[src/hdl/mcfh_cfg.svh]
// Frame lengths, byte positions and status codes of the command frame handler
`ifndef MCFH_CFG_SVH
`define MCFH_CFG_SVH

// ----------------------------------------------------------------------
// Frame lengths in bytes
// ----------------------------------------------------------------------
`define MCFH_SER_LEN      4'h9
`define MCFH_CAN_LEN      4'h7
`define MCFH_SER_RLEN     4'h9
`define MCFH_CAN_RLEN     4'h6
// Serial frame positions of address and checksum
`define MCFH_POS_ADDR     4'h0
`define MCFH_POS_SUM      4'h8
// Reply bytes skipped on the CAN link (reply and module address)
`define MCFH_CAN_RSKIP    4'h2

// ----------------------------------------------------------------------
// Reply status codes
// ----------------------------------------------------------------------
`define MCFH_ST_OK        8'h64
`define MCFH_ST_STORED    8'h65
`define MCFH_ST_BAD_SUM   8'h01
`define MCFH_ST_BAD_CMD   8'h02
`define MCFH_ST_BAD_TYPE  8'h03
`define MCFH_ST_BAD_VALUE 8'h04
`define MCFH_ST_LOCKED    8'h05
`define MCFH_ST_NO_CMD    8'h06

// ----------------------------------------------------------------------
// Reset values
// ----------------------------------------------------------------------
`define MCFH_RST_BYTE     8'h00
`define MCFH_RST_WORD     32'h0000_0000

`endif

[src/hdl/mcfh_pkg.sv]
// Types shared by the command frame handler
package mcfh_pkg;

	// Decoded command body
	typedef struct packed {
		logic [7:0]  cmd;
		logic [7:0]  kind;
		logic [7:0]  bank;
		logic [31:0] value;
	} mcfh_cmd_t;

	// Result handed back by the executor
	typedef struct packed {
		logic [7:0]  status;
		logic [31:0] value;
	} mcfh_rsp_t;

	typedef enum logic [1:0] {
		MCFH_RX,
		MCFH_EXEC,
		MCFH_TX
	} mcfh_state_t;

endpackage

[src/hdl/mcfh_buf.sv]
// Small shift-style FIFO with registered outputs
`timescale 1ns/1ns

module mcfh_buf
#(
	parameter int WIDTH = 8,
	parameter int DEPTH = 2
)
(
	input  wire logic             clock,
	input  wire logic             sys_rst,
	input  wire logic             in_valid,
	input  wire logic [WIDTH-1:0] in_data,
	output wire logic             in_ready,
	output wire logic             out_valid,
	output wire logic [WIDTH-1:0] out_data,
	input  wire logic             out_ready
);
	localparam int CW = $clog2(DEPTH + 1);

	logic [WIDTH-1:0] mem_q [DEPTH];
	logic [WIDTH-1:0] mem_d [DEPTH];
	logic [CW-1:0]    count_q;
	logic [CW-1:0]    count_d;
	logic [CW-1:0]    wr_idx;
	logic             valid_q;
	logic             push;
	logic             pop;

	// Head always sits in entry 0, so the output is a flop
	assign in_ready  = (count_q != CW'(DEPTH));
	assign push      = in_valid && in_ready;
	assign pop       = valid_q && out_ready;
	assign out_valid = valid_q;
	assign out_data  = mem_q[0];

	// Occupancy and write slot after a possible pop
	always_comb
	begin
		count_d = count_q;
		wr_idx  = count_q;
		if (pop)
		begin
			wr_idx = count_q - 1'b1;
		end
		if (push && !pop)
		begin
			count_d = count_q + 1'b1;
		end
		else if (pop && !push)
		begin
			count_d = count_q - 1'b1;
		end
	end

	// Per-entry next value: shift on pop, then write
	for (genvar i = 0; i < DEPTH; i++)
	begin : g_entry
		always_comb
		begin
			mem_d[i] = mem_q[i];
			if (pop)
			begin
				if (i == DEPTH - 1)
				begin
					mem_d[i] = mem_q[i];
				end
				else
				begin
					mem_d[i] = mem_q[(i + 1) % DEPTH];
				end
			end
			if (push && (wr_idx == CW'(i)))
			begin
				mem_d[i] = in_data;
			end
		end
	end

	// Register stage
	always_ff @(posedge clock)
	begin
		if (sys_rst)
		begin
			count_q <= '0;
			valid_q <= 1'b0;
			for (int k = 0; k < DEPTH; k++)
			begin
				mem_q[k] <= '0;
			end
		end
		else
		begin
			count_q <= count_d;
			valid_q <= (count_d != '0);
			mem_q   <= mem_d;
		end
	end

	// Occupancy never passes the depth
	a_buf_bound: assert property (@(posedge clock) disable iff (sys_rst)
		(count_q <= CW'(DEPTH)) && (valid_q == (count_q != '0)))
		else $error("buffer occupancy out of range");

endmodule // mcfh_buf

[src/hdl/mcfh_top.sv]
// Command frame receiver, executor handshake and reply framer
`timescale 1ns/1ns
`include "mcfh_cfg.svh"
// Operation
// Command body: command, type, motor/bank, four value bytes MSB first.
// Serial frames add a leading address byte and trailing checksum: nine bytes.
// Command checksum is the 8-bit sum of the first eight frame bytes.
// On CAN no address or checksum byte; identifier and CRC take over.
// Each received command gets exactly one reply frame.
// Reply goes out only after the command has finished executing.
// Serial reply: reply addr, module addr, status, command, value, checksum.
// Reply checksum is the wrapping 8-bit sum of all earlier reply bytes.
// On CAN the reply drops address and checksum bytes.
// Status 100 ok, 101 stored, 1..6 the listed error codes.
// Device never transmits except when answering a received command.
// Host waits for the reply before sending the next command.
// Strict master and slave: host starts, device only answers.
// Reply echoes the received command number.
// Serial frames for another address are dropped without reply.

module mcfh_top
(
	input  wire logic               clock,
	input  wire logic               sys_rst,
	input  wire logic               can_mode,
	input  wire logic [7:0]         own_addr,
	input  wire logic [7:0]         reply_addr,
	input  wire logic               rx_valid,
	input  wire logic [7:0]         rx_data,
	output wire logic               rx_ready,
	output wire logic               exec_req,
	output mcfh_pkg::mcfh_cmd_t     exec_cmd,
	input  wire logic               exec_done,
	input  mcfh_pkg::mcfh_rsp_t     exec_rsp,
	output wire logic               tx_valid,
	output wire logic [7:0]         tx_data,
	input  wire logic               tx_ready,
	output wire logic               busy
);
	mcfh_pkg::mcfh_state_t state_q;
	mcfh_pkg::mcfh_state_t state_d;
	mcfh_pkg::mcfh_cmd_t   cmd_q;
	mcfh_pkg::mcfh_cmd_t   cmd_d;
	mcfh_pkg::mcfh_rsp_t   rsp_q;
	mcfh_pkg::mcfh_rsp_t   rsp_d;
	logic [3:0]            rx_pos_q;
	logic [3:0]            rx_pos_d;
	logic [7:0]            rx_sum_q;
	logic [7:0]            rx_sum_d;
	logic [7:0]            addr_q;
	logic [7:0]            addr_d;
	logic [3:0]            tx_idx_q;
	logic [3:0]            tx_idx_d;
	logic [7:0]            tx_sum_q;
	logic [7:0]            tx_sum_d;
	logic                  rx_ready_q;
	logic                  exec_req_q;
	logic                  exec_req_d;
	logic                  busy_q;
	logic                  rx_take;
	logic                  rx_last;
	logic [3:0]            body_pos;
	logic [3:0]            tx_last_idx;
	logic [3:0]            ridx;
	logic [7:0]            tx_byte;
	logic                  push;
	logic                  buf_in_ready;
	logic                  addr_miss;
	logic                  sum_bad;

	// ----------------------------------------------------------------------
	// Frame geometry
	// ----------------------------------------------------------------------
	// Lengths follow the link kind; can_mode must stay steady during a frame
	assign rx_take     = rx_valid && rx_ready_q;
	assign rx_last     = rx_take && (rx_pos_q == (can_mode ? `MCFH_CAN_LEN - 4'h1 : `MCFH_SER_LEN - 4'h1));
	assign body_pos    = can_mode ? rx_pos_q : rx_pos_q - 4'h1;
	assign tx_last_idx = can_mode ? `MCFH_CAN_RLEN - 4'h1 : `MCFH_SER_RLEN - 4'h1;
	assign ridx        = can_mode ? tx_idx_q + `MCFH_CAN_RSKIP : tx_idx_q;
	assign addr_miss   = !can_mode && (addr_q != own_addr);
	assign sum_bad     = !can_mode && (rx_data != rx_sum_q);
	assign push        = (state_q == mcfh_pkg::MCFH_TX) && buf_in_ready;

	// Reply byte in serial order; CAN starts two bytes in
	always_comb
	begin
		unique case (ridx)
			4'h0:    tx_byte = reply_addr;
			4'h1:    tx_byte = own_addr;
			4'h2:    tx_byte = rsp_q.status;
			4'h3:    tx_byte = cmd_q.cmd;
			4'h4:    tx_byte = rsp_q.value[31:24];
			4'h5:    tx_byte = rsp_q.value[23:16];
			4'h6:    tx_byte = rsp_q.value[15:8];
			4'h7:    tx_byte = rsp_q.value[7:0];
			4'h8:    tx_byte = tx_sum_q;
			default: tx_byte = `MCFH_RST_BYTE;
		endcase
	end

	// ----------------------------------------------------------------------
	// Sequencer
	// ----------------------------------------------------------------------
	// Receive, hand to executor, frame reply
	always_comb
	begin
		state_d    = state_q;
		cmd_d      = cmd_q;
		rsp_d      = rsp_q;
		rx_pos_d   = rx_pos_q;
		rx_sum_d   = rx_sum_q;
		addr_d     = addr_q;
		tx_idx_d   = tx_idx_q;
		tx_sum_d   = tx_sum_q;
		exec_req_d = 1'b0;
		unique case (state_q)
			mcfh_pkg::MCFH_RX:
			begin
				if (rx_take)
				begin
					rx_pos_d = rx_pos_q + 4'h1;
					rx_sum_d = rx_sum_q + rx_data;
					if (!can_mode && (rx_pos_q == `MCFH_POS_ADDR))
					begin
						addr_d = rx_data;
					end
					// Body bytes; value arrives MSB first
					unique case (body_pos)
						4'h0:    cmd_d.cmd          = rx_data;
						4'h1:    cmd_d.kind         = rx_data;
						4'h2:    cmd_d.bank         = rx_data;
						4'h3:    cmd_d.value[31:24] = rx_data;
						4'h4:    cmd_d.value[23:16] = rx_data;
						4'h5:    cmd_d.value[15:8]  = rx_data;
						4'h6:    cmd_d.value[7:0]   = rx_data;
						default: cmd_d.value        = cmd_q.value;
					endcase
				end
				if (rx_last)
				begin
					rx_pos_d = 4'h0;
					rx_sum_d = `MCFH_RST_BYTE;
					if (addr_miss)
					begin
						state_d = mcfh_pkg::MCFH_RX;
					end
					else if (sum_bad)
					begin
						// Bad frames still answer, but nothing is executed
						rsp_d.status = `MCFH_ST_BAD_SUM;
						rsp_d.value  = `MCFH_RST_WORD;
						state_d      = mcfh_pkg::MCFH_TX;
					end
					else
					begin
						exec_req_d = 1'b1;
						state_d    = mcfh_pkg::MCFH_EXEC;
					end
				end
			end
			mcfh_pkg::MCFH_EXEC:
			begin
				if (exec_done)
				begin
					rsp_d   = exec_rsp;
					state_d = mcfh_pkg::MCFH_TX;
				end
			end
			mcfh_pkg::MCFH_TX:
			begin
				if (push)
				begin
					tx_idx_d = tx_idx_q + 4'h1;
					tx_sum_d = tx_sum_q + tx_byte;
					if (tx_idx_q == tx_last_idx)
					begin
						tx_idx_d = 4'h0;
						tx_sum_d = `MCFH_RST_BYTE;
						state_d  = mcfh_pkg::MCFH_RX;
					end
				end
			end
			default:
			begin
				state_d = mcfh_pkg::MCFH_RX;
			end
		endcase
	end

	// Register stage; link is held off while a command is outstanding
	always_ff @(posedge clock)
	begin
		if (sys_rst)
		begin
			state_q    <= mcfh_pkg::MCFH_RX;
			cmd_q      <= '0;
			rsp_q      <= '0;
			rx_pos_q   <= 4'h0;
			rx_sum_q   <= `MCFH_RST_BYTE;
			addr_q     <= `MCFH_RST_BYTE;
			tx_idx_q   <= 4'h0;
			tx_sum_q   <= `MCFH_RST_BYTE;
			rx_ready_q <= 1'b0;
			exec_req_q <= 1'b0;
			busy_q     <= 1'b0;
		end
		else
		begin
			state_q    <= state_d;
			cmd_q      <= cmd_d;
			rsp_q      <= rsp_d;
			rx_pos_q   <= rx_pos_d;
			rx_sum_q   <= rx_sum_d;
			addr_q     <= addr_d;
			tx_idx_q   <= tx_idx_d;
			tx_sum_q   <= tx_sum_d;
			rx_ready_q <= (state_d == mcfh_pkg::MCFH_RX);
			exec_req_q <= exec_req_d;
			busy_q     <= (state_d != mcfh_pkg::MCFH_RX);
		end
	end

	assign rx_ready = rx_ready_q;
	assign exec_req = exec_req_q;
	assign exec_cmd = cmd_q;
	assign busy     = busy_q;

	// ----------------------------------------------------------------------
	// Reply buffer
	// ----------------------------------------------------------------------
	// Receiver stalls back up into the framer, so no byte is lost
	mcfh_buf
	#(
		.WIDTH (8),
		.DEPTH (2)
	)
	u_buf
	(
		.clock     (clock),
		.sys_rst   (sys_rst),
		.in_valid  (push),
		.in_data   (tx_byte),
		.in_ready  (buf_in_ready),
		.out_valid (tx_valid),
		.out_data  (tx_data),
		.out_ready (tx_ready)
	);

	// ----------------------------------------------------------------------
	// Checks
	// ----------------------------------------------------------------------
	a_exec_single: assert property (@(posedge clock) disable iff (sys_rst)
		exec_req_q |-> (state_q == mcfh_pkg::MCFH_EXEC) ##1 !exec_req_q)
		else $error("executor request not a single pulse");

	a_wait_exec: assert property (@(posedge clock) disable iff (sys_rst)
		(state_q == mcfh_pkg::MCFH_EXEC && !exec_done) |=> (state_q == mcfh_pkg::MCFH_EXEC))
		else $error("reply started before execution finished");

	a_push_reply: assert property (@(posedge clock) disable iff (sys_rst)
		push |-> !rx_ready_q)
		else $error("byte queued while receiver open");

	a_reply_len: assert property (@(posedge clock) disable iff (sys_rst)
		(state_q == mcfh_pkg::MCFH_TX && state_d == mcfh_pkg::MCFH_RX)
		|-> (tx_idx_q == (can_mode ? 4'h5 : 4'h8)))
		else $error("reply length wrong");

	a_reply_sum: assert property (@(posedge clock) disable iff (sys_rst)
		(push && !can_mode && tx_idx_q == `MCFH_POS_SUM)
		|-> (tx_byte == 8'(reply_addr + own_addr + rsp_q.status + cmd_q.cmd
			+ rsp_q.value[31:24] + rsp_q.value[23:16] + rsp_q.value[15:8] + rsp_q.value[7:0])))
		else $error("reply checksum byte wrong");

	a_cmd_echo: assert property (@(posedge clock) disable iff (sys_rst)
		(push && ridx == 4'h3) |-> (tx_byte == cmd_q.cmd) && $stable(cmd_q))
		else $error("command number not echoed");

	a_bad_sum: assert property (@(posedge clock) disable iff (sys_rst)
		(rx_last && !can_mode && addr_q == own_addr && rx_data != rx_sum_q)
		|=> (state_q == mcfh_pkg::MCFH_TX) && (rsp_q.status == `MCFH_ST_BAD_SUM) && !exec_req_q)
		else $error("checksum error not answered");

	a_addr_drop: assert property (@(posedge clock) disable iff (sys_rst)
		(rx_last && !can_mode && addr_q != own_addr) |=> ((state_q == mcfh_pkg::MCFH_RX) && !exec_req_q) [*2])
		else $error("foreign frame not dropped");

	a_rx_stall: assert property (@(posedge clock) disable iff (sys_rst)
		(state_q != mcfh_pkg::MCFH_RX) |-> !rx_ready_q)
		else $error("receiver open while busy");

	a_good_exec: assert property (@(posedge clock) disable iff (sys_rst)
		(rx_last && can_mode) |=> exec_req_q && (state_q == mcfh_pkg::MCFH_EXEC))
		else $error("CAN frame not executed");

endmodule // mcfh_top

[config.mk]
export PLATFORM = sky130hd
export DESIGN_NAME = mcfh_top
export DESIGN_NICKNAME = d
export VERILOG_FILES = /design/src/hdl/mcfh_pkg.sv /design/src/hdl/mcfh_buf.sv /design/src/hdl/mcfh_top.sv
export VERILOG_INCLUDE_DIRS = /design/src /design/src/hdl
export SDC_FILE = /design/constraint.sdc
export NUM_CORES = 1
export LEC_CHECK = 0
export BUFFER_PORTS_ARGS = -buffer_cell sky130_fd_sc_hd__buf_2
export CAP_MARGIN = 20
export CORE_MARGIN = 3
export CORE_UTILIZATION = 29
export CTS_CLUSTER_SIZE = 20
export DETAILED_ROUTE_END_ITERATION = 6
export SLEW_MARGIN = 20
export SYNTH_ARGS = -nofsm -noshare
export SYNTH_HDL_FRONTEND = slang
export SYNTH_SLANG_ARGS = --single-unit
[constraint.sdc]
create_clock -name clock -period 3.5 [get_ports clock]
set_input_delay 0.525 -clock clock [delete_from_list [all_inputs] [get_ports clock]]
set_output_delay 0.525 -clock clock [all_outputs]
set_load 0.02 [all_outputs]
==> summary.txt, run 1 <==
Yosys
  • Ranking of synthesized cells by area: dfxtp_1 (40%), mux2i_1 (14%), nor2_1 (5.1%), nand2_1 (4.4%), nand2b_1 (3.7%)
  • Async set or reset register ratio after synthesis: 0%
  • Synth area leader: dfxtp_1
  • Sequential area share after synthesis: 39.6%
  • EDFF count, synth: 0
  • Top_reg_cell synth: dfxtp_1
  • Cell count after synthesis: 884
  • Syn Nets: 976
  • Ys Warns: 0
  • Yosys top cell area share: 39.6%
  • Flops & latches, synth: 152
  • Post-Synthesis Cell Area: 7690 um^2
  • Synth unique cells: 61
  • Syn_area_per_cell: 8.70 um^2

Place
  • DPL Wire Length: 16,400 um
  • Cells after DPL: 1,339
  • Placer congestion estimate: 0.878
  • PortBufs: 137

STA
  • Setup Viol. Count Final: 0
  • Max_slew headroom: 39.2%
  • Final Max Tran Viols: 0
  • Worst hold slack: 0.331 ns
  • Tmin final: 3.44 ns
  • RSZ-0062 raised after global routing: yes
  • Final worst-path cycle share: 98.3%
  • Slew @ Worst Pin: 0.907 ns
  • Worst Skew: 0.0124 ns
  • Max Fclk: 291 MHz
  • Fin. Hold Viols: 0

Pwr
  • LEAKAGE: 4.27 nW
  • Worst VDD drop: 0.000299 V
  • Sw frac: 28.2%
  • Psw: 1.17 mW
  • PwrDens: 427 nW/um^2
  • Reg power frac: 43.4%
  • Int Power: 2.97 mW
  • Gate power share: 9.9%
  • Clock power share: 46.7%

CTS
  • Clock transition at path regs: 0.07 ns
  • CTS tree: built
  • Root Buffer: clkbuf_16
  • H-tree Lvls: 4
  • Clk buf depth: 2
  • Worst-Skew Late Latency: 0.44 ns
  • Num CTS Buffers: 17
  • # clock sinks: 152

Floorplanning
  • # IOs: 138
  • Initial Utilization: 30.0%
  • Core area: 25,600 um^2
  • Chip Width: 169 um
  • Die ar.: 28,500 um^2
  • # rows: 58
  • Die Y: 169 um

Status
  • Status: finished, final reports clean

Critical path
  • Critical-path maximum fanout: 8
  • CP arrival: 3.80 ns
  • CP Capture Type: flip-flop
  • Kind of critical path: flip-flop to flip-flop
  • R2r worst-path depth: 15
  • Required @ worst endpoint: 3.86 ns
  • Worst Setup Start Kind: flip-flop
  • R2r startpoint: tx_idx_q[2]
  • CP Launch Point: tx_idx_q[2]

Drt
  • Top sig layer: met5
  • Post-route DRC: 0
  • Met3 Routed Length: 1320 um
  • Total Wirelength: 22,700 um
  • Routed Antenna Nets: 0
  • WL per Instance: 16.5 um
  • Met2 wire len: 10,700 um
  • Vias per std cell: 4.88
  • DR pass1 iterations: 4
  • Wl on met1: 10,300 um
  • Total number of vias: 6,697
  • DRT iter0 DRCs: 468

GRT
  • Antenna violations before repair: 3
  • First-pass GRT wire length: 36,400 um
  • GRT Util Overall: 16.1%
  • Largest net degree at the start of global routing: 111
  • Vias in the first global route: 6,538
  • Total grt overflow: 0

Min path
  • Min-delay src: exec_rsp[18]
  • HP Class: primary input to flip-flop
  • Worst hold path cell count: 3

Cells and area
  • Area taken by multi-input logic gates: 4360 um^2
  • Fillers: 2,591
  • N_diodes: 0
  • Synth-to-layout area growth: 26.2%
  • Fin nets: 1,122
  • Layout cells sized above 1: 25.4%
  • Non-Filler Instances: 1,373
  • Register area: 3050 um^2

Run
  • Max_cap viols: 0
cells in the mapped netlist, types with 17 or more instances:
cell	count
nand2b_1	45
ha_1	20
o21ai_0	19
nand2_1	91
a211oi_1	25
mux2i_1	106
nor2_1	105
clkbuf_1	45
a21oi_1	48
xor2_1	20
nand3_1	21
dfxtp_1	152
inv_1	17
final cells by class:
class,instances,share of cell area [%]
Multi-Input combinational cell,643,44.9
Sequential cell,152,31.4
Timing Repair Buffer,199,12.3
Clock buffer,17,4.39
Tap cell,330,4.26
Clock inverter,15,2.04
Inverter,17,0.658
layer usage:
metal	vias to the layer above	track usage, %
li1	3358	-
met1	3158	20.9
met2	148	26.0
met3	27	4.86
met4	6	4.30
met5	-	0
flip-flops by register name, indices dropped and copies added, names as in the netlist:
signal	flops
rsp_q	40
busy	1
tx_idx_q	4
u_buf.out_valid	1
exec_cmd	56
tx_sum_q	8
u_buf.out_data	8
rx_ready	1
u_buf.count_q	2
rx_sum_q	8
exec_req	1
addr_q	8
rx_pos_q	4
u_buf.mem_q	8
state_q	2
worst max-delay path: stages, from the launching register on:
cell,delay (ns)
dfxtp_2,0.34
ha_4,0.27
or3b_2,0.45
o21ai_2,0.25
a222oi_1,0.15
o22ai_1,0.17
nor2_1,0.08
inv_1,0.08
ha_1,0.22
a21oi_1,0.19
o211ai_1,0.13
nor4_1,0.26
nor3_1,0.12
xnor2_1,0.20
mux2_1,0.35
a21oi_2,0.11
final timing paths:
kind         slack, ns     endpoint
max               0.06  tx_sum_q[7]
max reg2reg       0.06  tx_sum_q[7]
min reg2reg       0.46  rx_sum_q[6]
min               0.33    rsp_q[18]
what timing repair did:
item                                    4_1_cts  5_1_grt
buffers inserted                              1        1
endpoints found under the setup margin        2        4
resized for setup                             5       13
pin swaps                                     2       13
hold buffers                                  0        0
layout by cell type (no fill, tap or decap), types with 8 or more instances in the layout:
master | netlist | final
and3_1 | 10 | 10
inv_1 | 17 | 17
a21oi_1 | 48 | 46
buf_2 | 7 | 136
ha_1 | 20 | 17
a31oi_1 | 10 | 10
mux2i_1 | 106 | 105
buf_4 | 8 | 59
xnor2_1 | 12 | 11
o21ai_0 | 19 | 19
nand3_1 | 21 | 19
nor3_1 | 11 | 11
nand2_1 | 91 | 91
dfxtp_1 | 152 | 150
xor2_1 | 20 | 19
clkbuf_16 | 0 | 17
a211oi_1 | 25 | 24
nand2b_1 | 45 | 45
nor2_1 | 105 | 104
a22oi_1 | 8 | 8
power groups by stage:
stage          clock, mW  combinational [mW]  sequential, mW
2_1_floorplan          0               0.253            1.83
3_3_place_gp           0               0.396            1.83
3_5_place_dp           0               0.402            1.84
4_1_cts             1.98               0.408            1.80
5_1_grt             2.05               0.457            1.80
6_report            1.93               0.409            1.79
metrics by stage:
stage / worst slack, ns / setup TNS [ns] / instance area (um^2) / power, mW / util [%]
6_report: 0.0586 / 0 / 9700 / 4.14 / 37.9
5_1_grt: -0.199 / -0.199 / 9700 / 4.31 / 37.9
4_1_cts: 0.00213 / 0 / 9640 / 4.18 / 37.6
3_5_place_dp: -0.159 / -0.274 / 8970 / 2.24 / 35.0
3_3_place_gp: -0.104 / -0.133 / 8970 / 2.23 / 35.0
2_1_floorplan: 0.0394 / 0 / 7700 / 2.08 / -
cell families (layout without fill, tap and decap cells):
family	after synthesis	in the layout	synth area share [%]
mux	113	113	14.8
fa+ha+maj	22	22	3.78
buf+inv	89	248	5.14
simple gates	327	327	20.4
flops	152	152	39.6
xor+xnor	32	32	3.65
compound gates	149	149	12.6
(Power assumes the default switching activity.)
==> inputs of run 2 (changes only) <==
--- a/config.mk
+++ b/config.mk
@@ -6,6 +6,7 @@
 export SDC_FILE = /design/constraint.sdc
 export NUM_CORES = 1
 export LEC_CHECK = 0
+export ABC_AREA = 1
 export BUFFER_PORTS_ARGS = -buffer_cell sky130_fd_sc_hd__buf_2
 export CAP_MARGIN = 20
 export CORE_MARGIN = 3
==> summary.txt, run 2 <==
Yosys
  • Ys Warns: 0
  • Top post-synthesis cells by count: nand2_1 (191), dfxtp_1 (152), a21oi_1 (151)
  • Flops & latches, synth: 152
  • Synth unique cells: 43
  • EDFF count, synth: 0
  • Syn Nets: 1,114
  • Synth area leader: dfxtp_1
  • Post-Synthesis Cell Area: 7410 um^2
  • Yosys top cell area share: 41.0%
  • Dominant cell by count in the synthesized netlist: nand2_1
  • Syn_area_per_cell: 7.25 um^2
  • Top_reg_cell synth: dfxtp_1
  • Sequential area share after synthesis: 41.0%
  • Cell count after synthesis: 1,022
  • Async set or reset register ratio after synthesis: 0%
  • Ranking of synthesized cells by area: dfxtp_1 (41%), a21oi_1 (10%), nand2_1 (9.7%), nand3_1 (9.3%), inv_1 (5.0%)

CTS
  • Clk buf depth: 2
  • Num CTS Buffers: 17
  • Root Buffer: clkbuf_16
  • Setup bufs post-CTS: 0
  • CTS tree: built
  • Cts hold-fix bufs: 0
  • # clock sinks: 152
  • Clock transition at path regs: 0.07 ns
  • H-tree Lvls: 4
  • Worst-Skew Late Latency: 0.43 ns
  • Resized cells post-CTS: 0

GRT
  • GRT Util Overall: 15.8%
  • First-pass GRT wire length: 35,600 um
  • Vias in the first global route: 6,801
  • Largest net degree at the start of global routing: 86
  • Antenna violations before repair: 1
  • Total grt overflow: 0

Floorplanning
  • Chip Width: 166 um
  • Die Y: 166 um
  • Die ar.: 27,500 um^2
  • # rows: 57
  • Initial Utilization: 30.0%
  • Core area: 24,700 um^2
  • # IOs: 138

Critical path
  • CP arrival: 3.50 ns
  • Cell family with most CP delay: simple AND/OR/NAND/NOR gates
  • Slowest stage cell, crit path: fa_1
  • CP Capture Type: flip-flop
  • Required @ worst endpoint: 3.77 ns
  • CP peak stage delay: 0.39 ns
  • Worst Setup Start Kind: flip-flop
  • Sequence of cells on the critical path: ha_1 -> nand2_1 -> o21ai_2 -> buf_4 -> nand2_1 -> nor2_2 -> nand2_1 -> nand3_1 -> nor3b_2 -> nand2_1 -> ha_1 -> fa_1 -> nand2_1 -> nand2_1 -> a21oi_1 -> or2_2 -> nand2_1 -> a21oi_1 -> inv_1 -> nor2_1 -> nor2_1 -> nand2_1 -> a21oi_1
  • Critical-path maximum fanout: 7
  • Critical path buffers and inverters: 2
  • Worst path most repeated cell: nand2_1
  • Kind of critical path: flip-flop to flip-flop

Cells and area
  • Max FFs per register: 56
  • Commonest non-fill, non-tap cells in the layout: nand2_1 (191), a21oi_1 (151), dfxtp_1 (151)
  • Fin nets: 1,232
  • Commonest non-fill, non-tap cell in the layout: nand2_1
  • Design area: 8940 um^2
  • Synth-to-layout area growth: 20.5%
  • Fillers: 2,614
  • N_diodes: 0
  • Layout cells sized above 1: 19.7%
  • Non-Filler Instances: 1,477

Drt
  • WL per Instance: 15.2 um
  • Met2 wire len: 10,300 um
  • DR pass1 iterations: 5
  • Met3 Routed Length: 1510 um
  • Total Wirelength: 22,500 um
  • Vias per std cell: 4.86
  • Wl on met1: 10,300 um
  • Top sig layer: met4
  • Routed Antenna Nets: 0
  • Total number of vias: 7,185
  • Post-route DRC: 0
  • DRT iter0 DRCs: 475

Status
  • Status: finished, final reports clean

Pwr
  • LEAKAGE: 3.93 nW
  • Total power: 4.00 mW
  • PwrDens: 448 nW/um^2
  • Worst VDD drop: 0.000248 V

STA
  • Tmin final: 3.23 ns
  • Worst Skew: 0.0115 ns
  • Max Fclk: 309 MHz
  • Max_slew headroom: 37.1%
  • RSZ-0062 raised after global routing: no
  • Setup Viol. Count Final: 0
  • Final Max Tran Viols: 0
  • Worst hold slack: 0.350 ns
  • Slew @ Worst Pin: 0.943 ns
  • Final worst-path cycle share: 92.4%
  • Fin. Hold Viols: 0
  • TNS Setup: 0 ns

Place
  • DP Area: 8340 um^2
  • Placer congestion estimate: 0.929
  • PortBufs: 137
  • DPL Wire Length: 16,600 um
  • Cells after DPL: 1,445

Run
  • Max_cap viols: 0

Min path
  • HP Class: primary input to flip-flop
run 2: metrics by stage:
step / setup WS (ns) / util (%)
floorplan: 0.543 / -
global placement: 0.170 / 33.7
detailed placement: 0.131 / 33.7
CTS: 0.242 / 36.1
global route: 0.00146 / 36.1
finish: 0.267 / 36.1
run 2: worst paths after layout:
path,slack (ns),cells past startpoint,end,startpoint
worst min-delay path,0.35,3,rsp_q[31],exec_rsp[31]
worst max-delay path,0.27,23,tx_sum_q[6],tx_idx_q[2]
worst max register to register,0.27,23,tx_sum_q[6],tx_idx_q[2]
worst min register to register,0.46,2,exec_cmd[26],exec_cmd[26]
run 2: worst reg2reg max path, cell delays in order, from the launching register on:
cell and delay [ns]:
dfxtp_1 0.38, ha_1 0.25, nand2_1 0.07, o21ai_2 0.09
buf_4 0.17, nand2_1 0.11, nor2_2 0.08, nand2_1 0.07
nand3_1 0.10, nor3b_2 0.17, nand2_1 0.10, ha_1 0.22
fa_1 0.39, nand2_1 0.09, nand2_1 0.05, a21oi_1 0.15
or2_2 0.14, nand2_1 0.05, a21oi_1 0.12, inv_1 0.06
nor2_1 0.08, nor2_1 0.04, nand2_1 0.06, a21oi_1 0.05
run 2: cells by family (layout without fill, tap and decap cells):
kind of cell    count (synthesis)  after routing  share of synthesized area [%]
simple gates                  427            427                           26.3
fa+ha+maj                      22             22                           3.92
buf+inv                       165            296                           9.47
compound gates                240            240                           17.2
flops                         152            152                           41.0
xor+xnor                       16             16                           2.09
run 2: power breakdown:
part           total, mW  switching [mW]  internal [mW]
Clock               1.84           0.830           1.01
Sequential          1.78          0.0206           1.76
Combinational      0.378           0.258          0.120
run 2: layout make-up:
type | instances | area (um^2) | area share, %
multi-input cells | 705 | 3680 | 41.1
flip-flops and latches | 152 | 3040 | 34.1
repair buffers | 153 | 808 | 9.05
clock buffers | 17 | 425 | 4.76
inverters | 111 | 417 | 4.66
well taps | 324 | 405 | 4.54
clock inverters | 15 | 160 | 1.79
run 2: routing by layer:
layer / track usage [%] / up-vias
met1: 21.1 / 3327
met4: 4.34 / 0
met5: 0 / -
li1: - / 3652
met3: 4.64 / 21
met2: 25.2 / 185
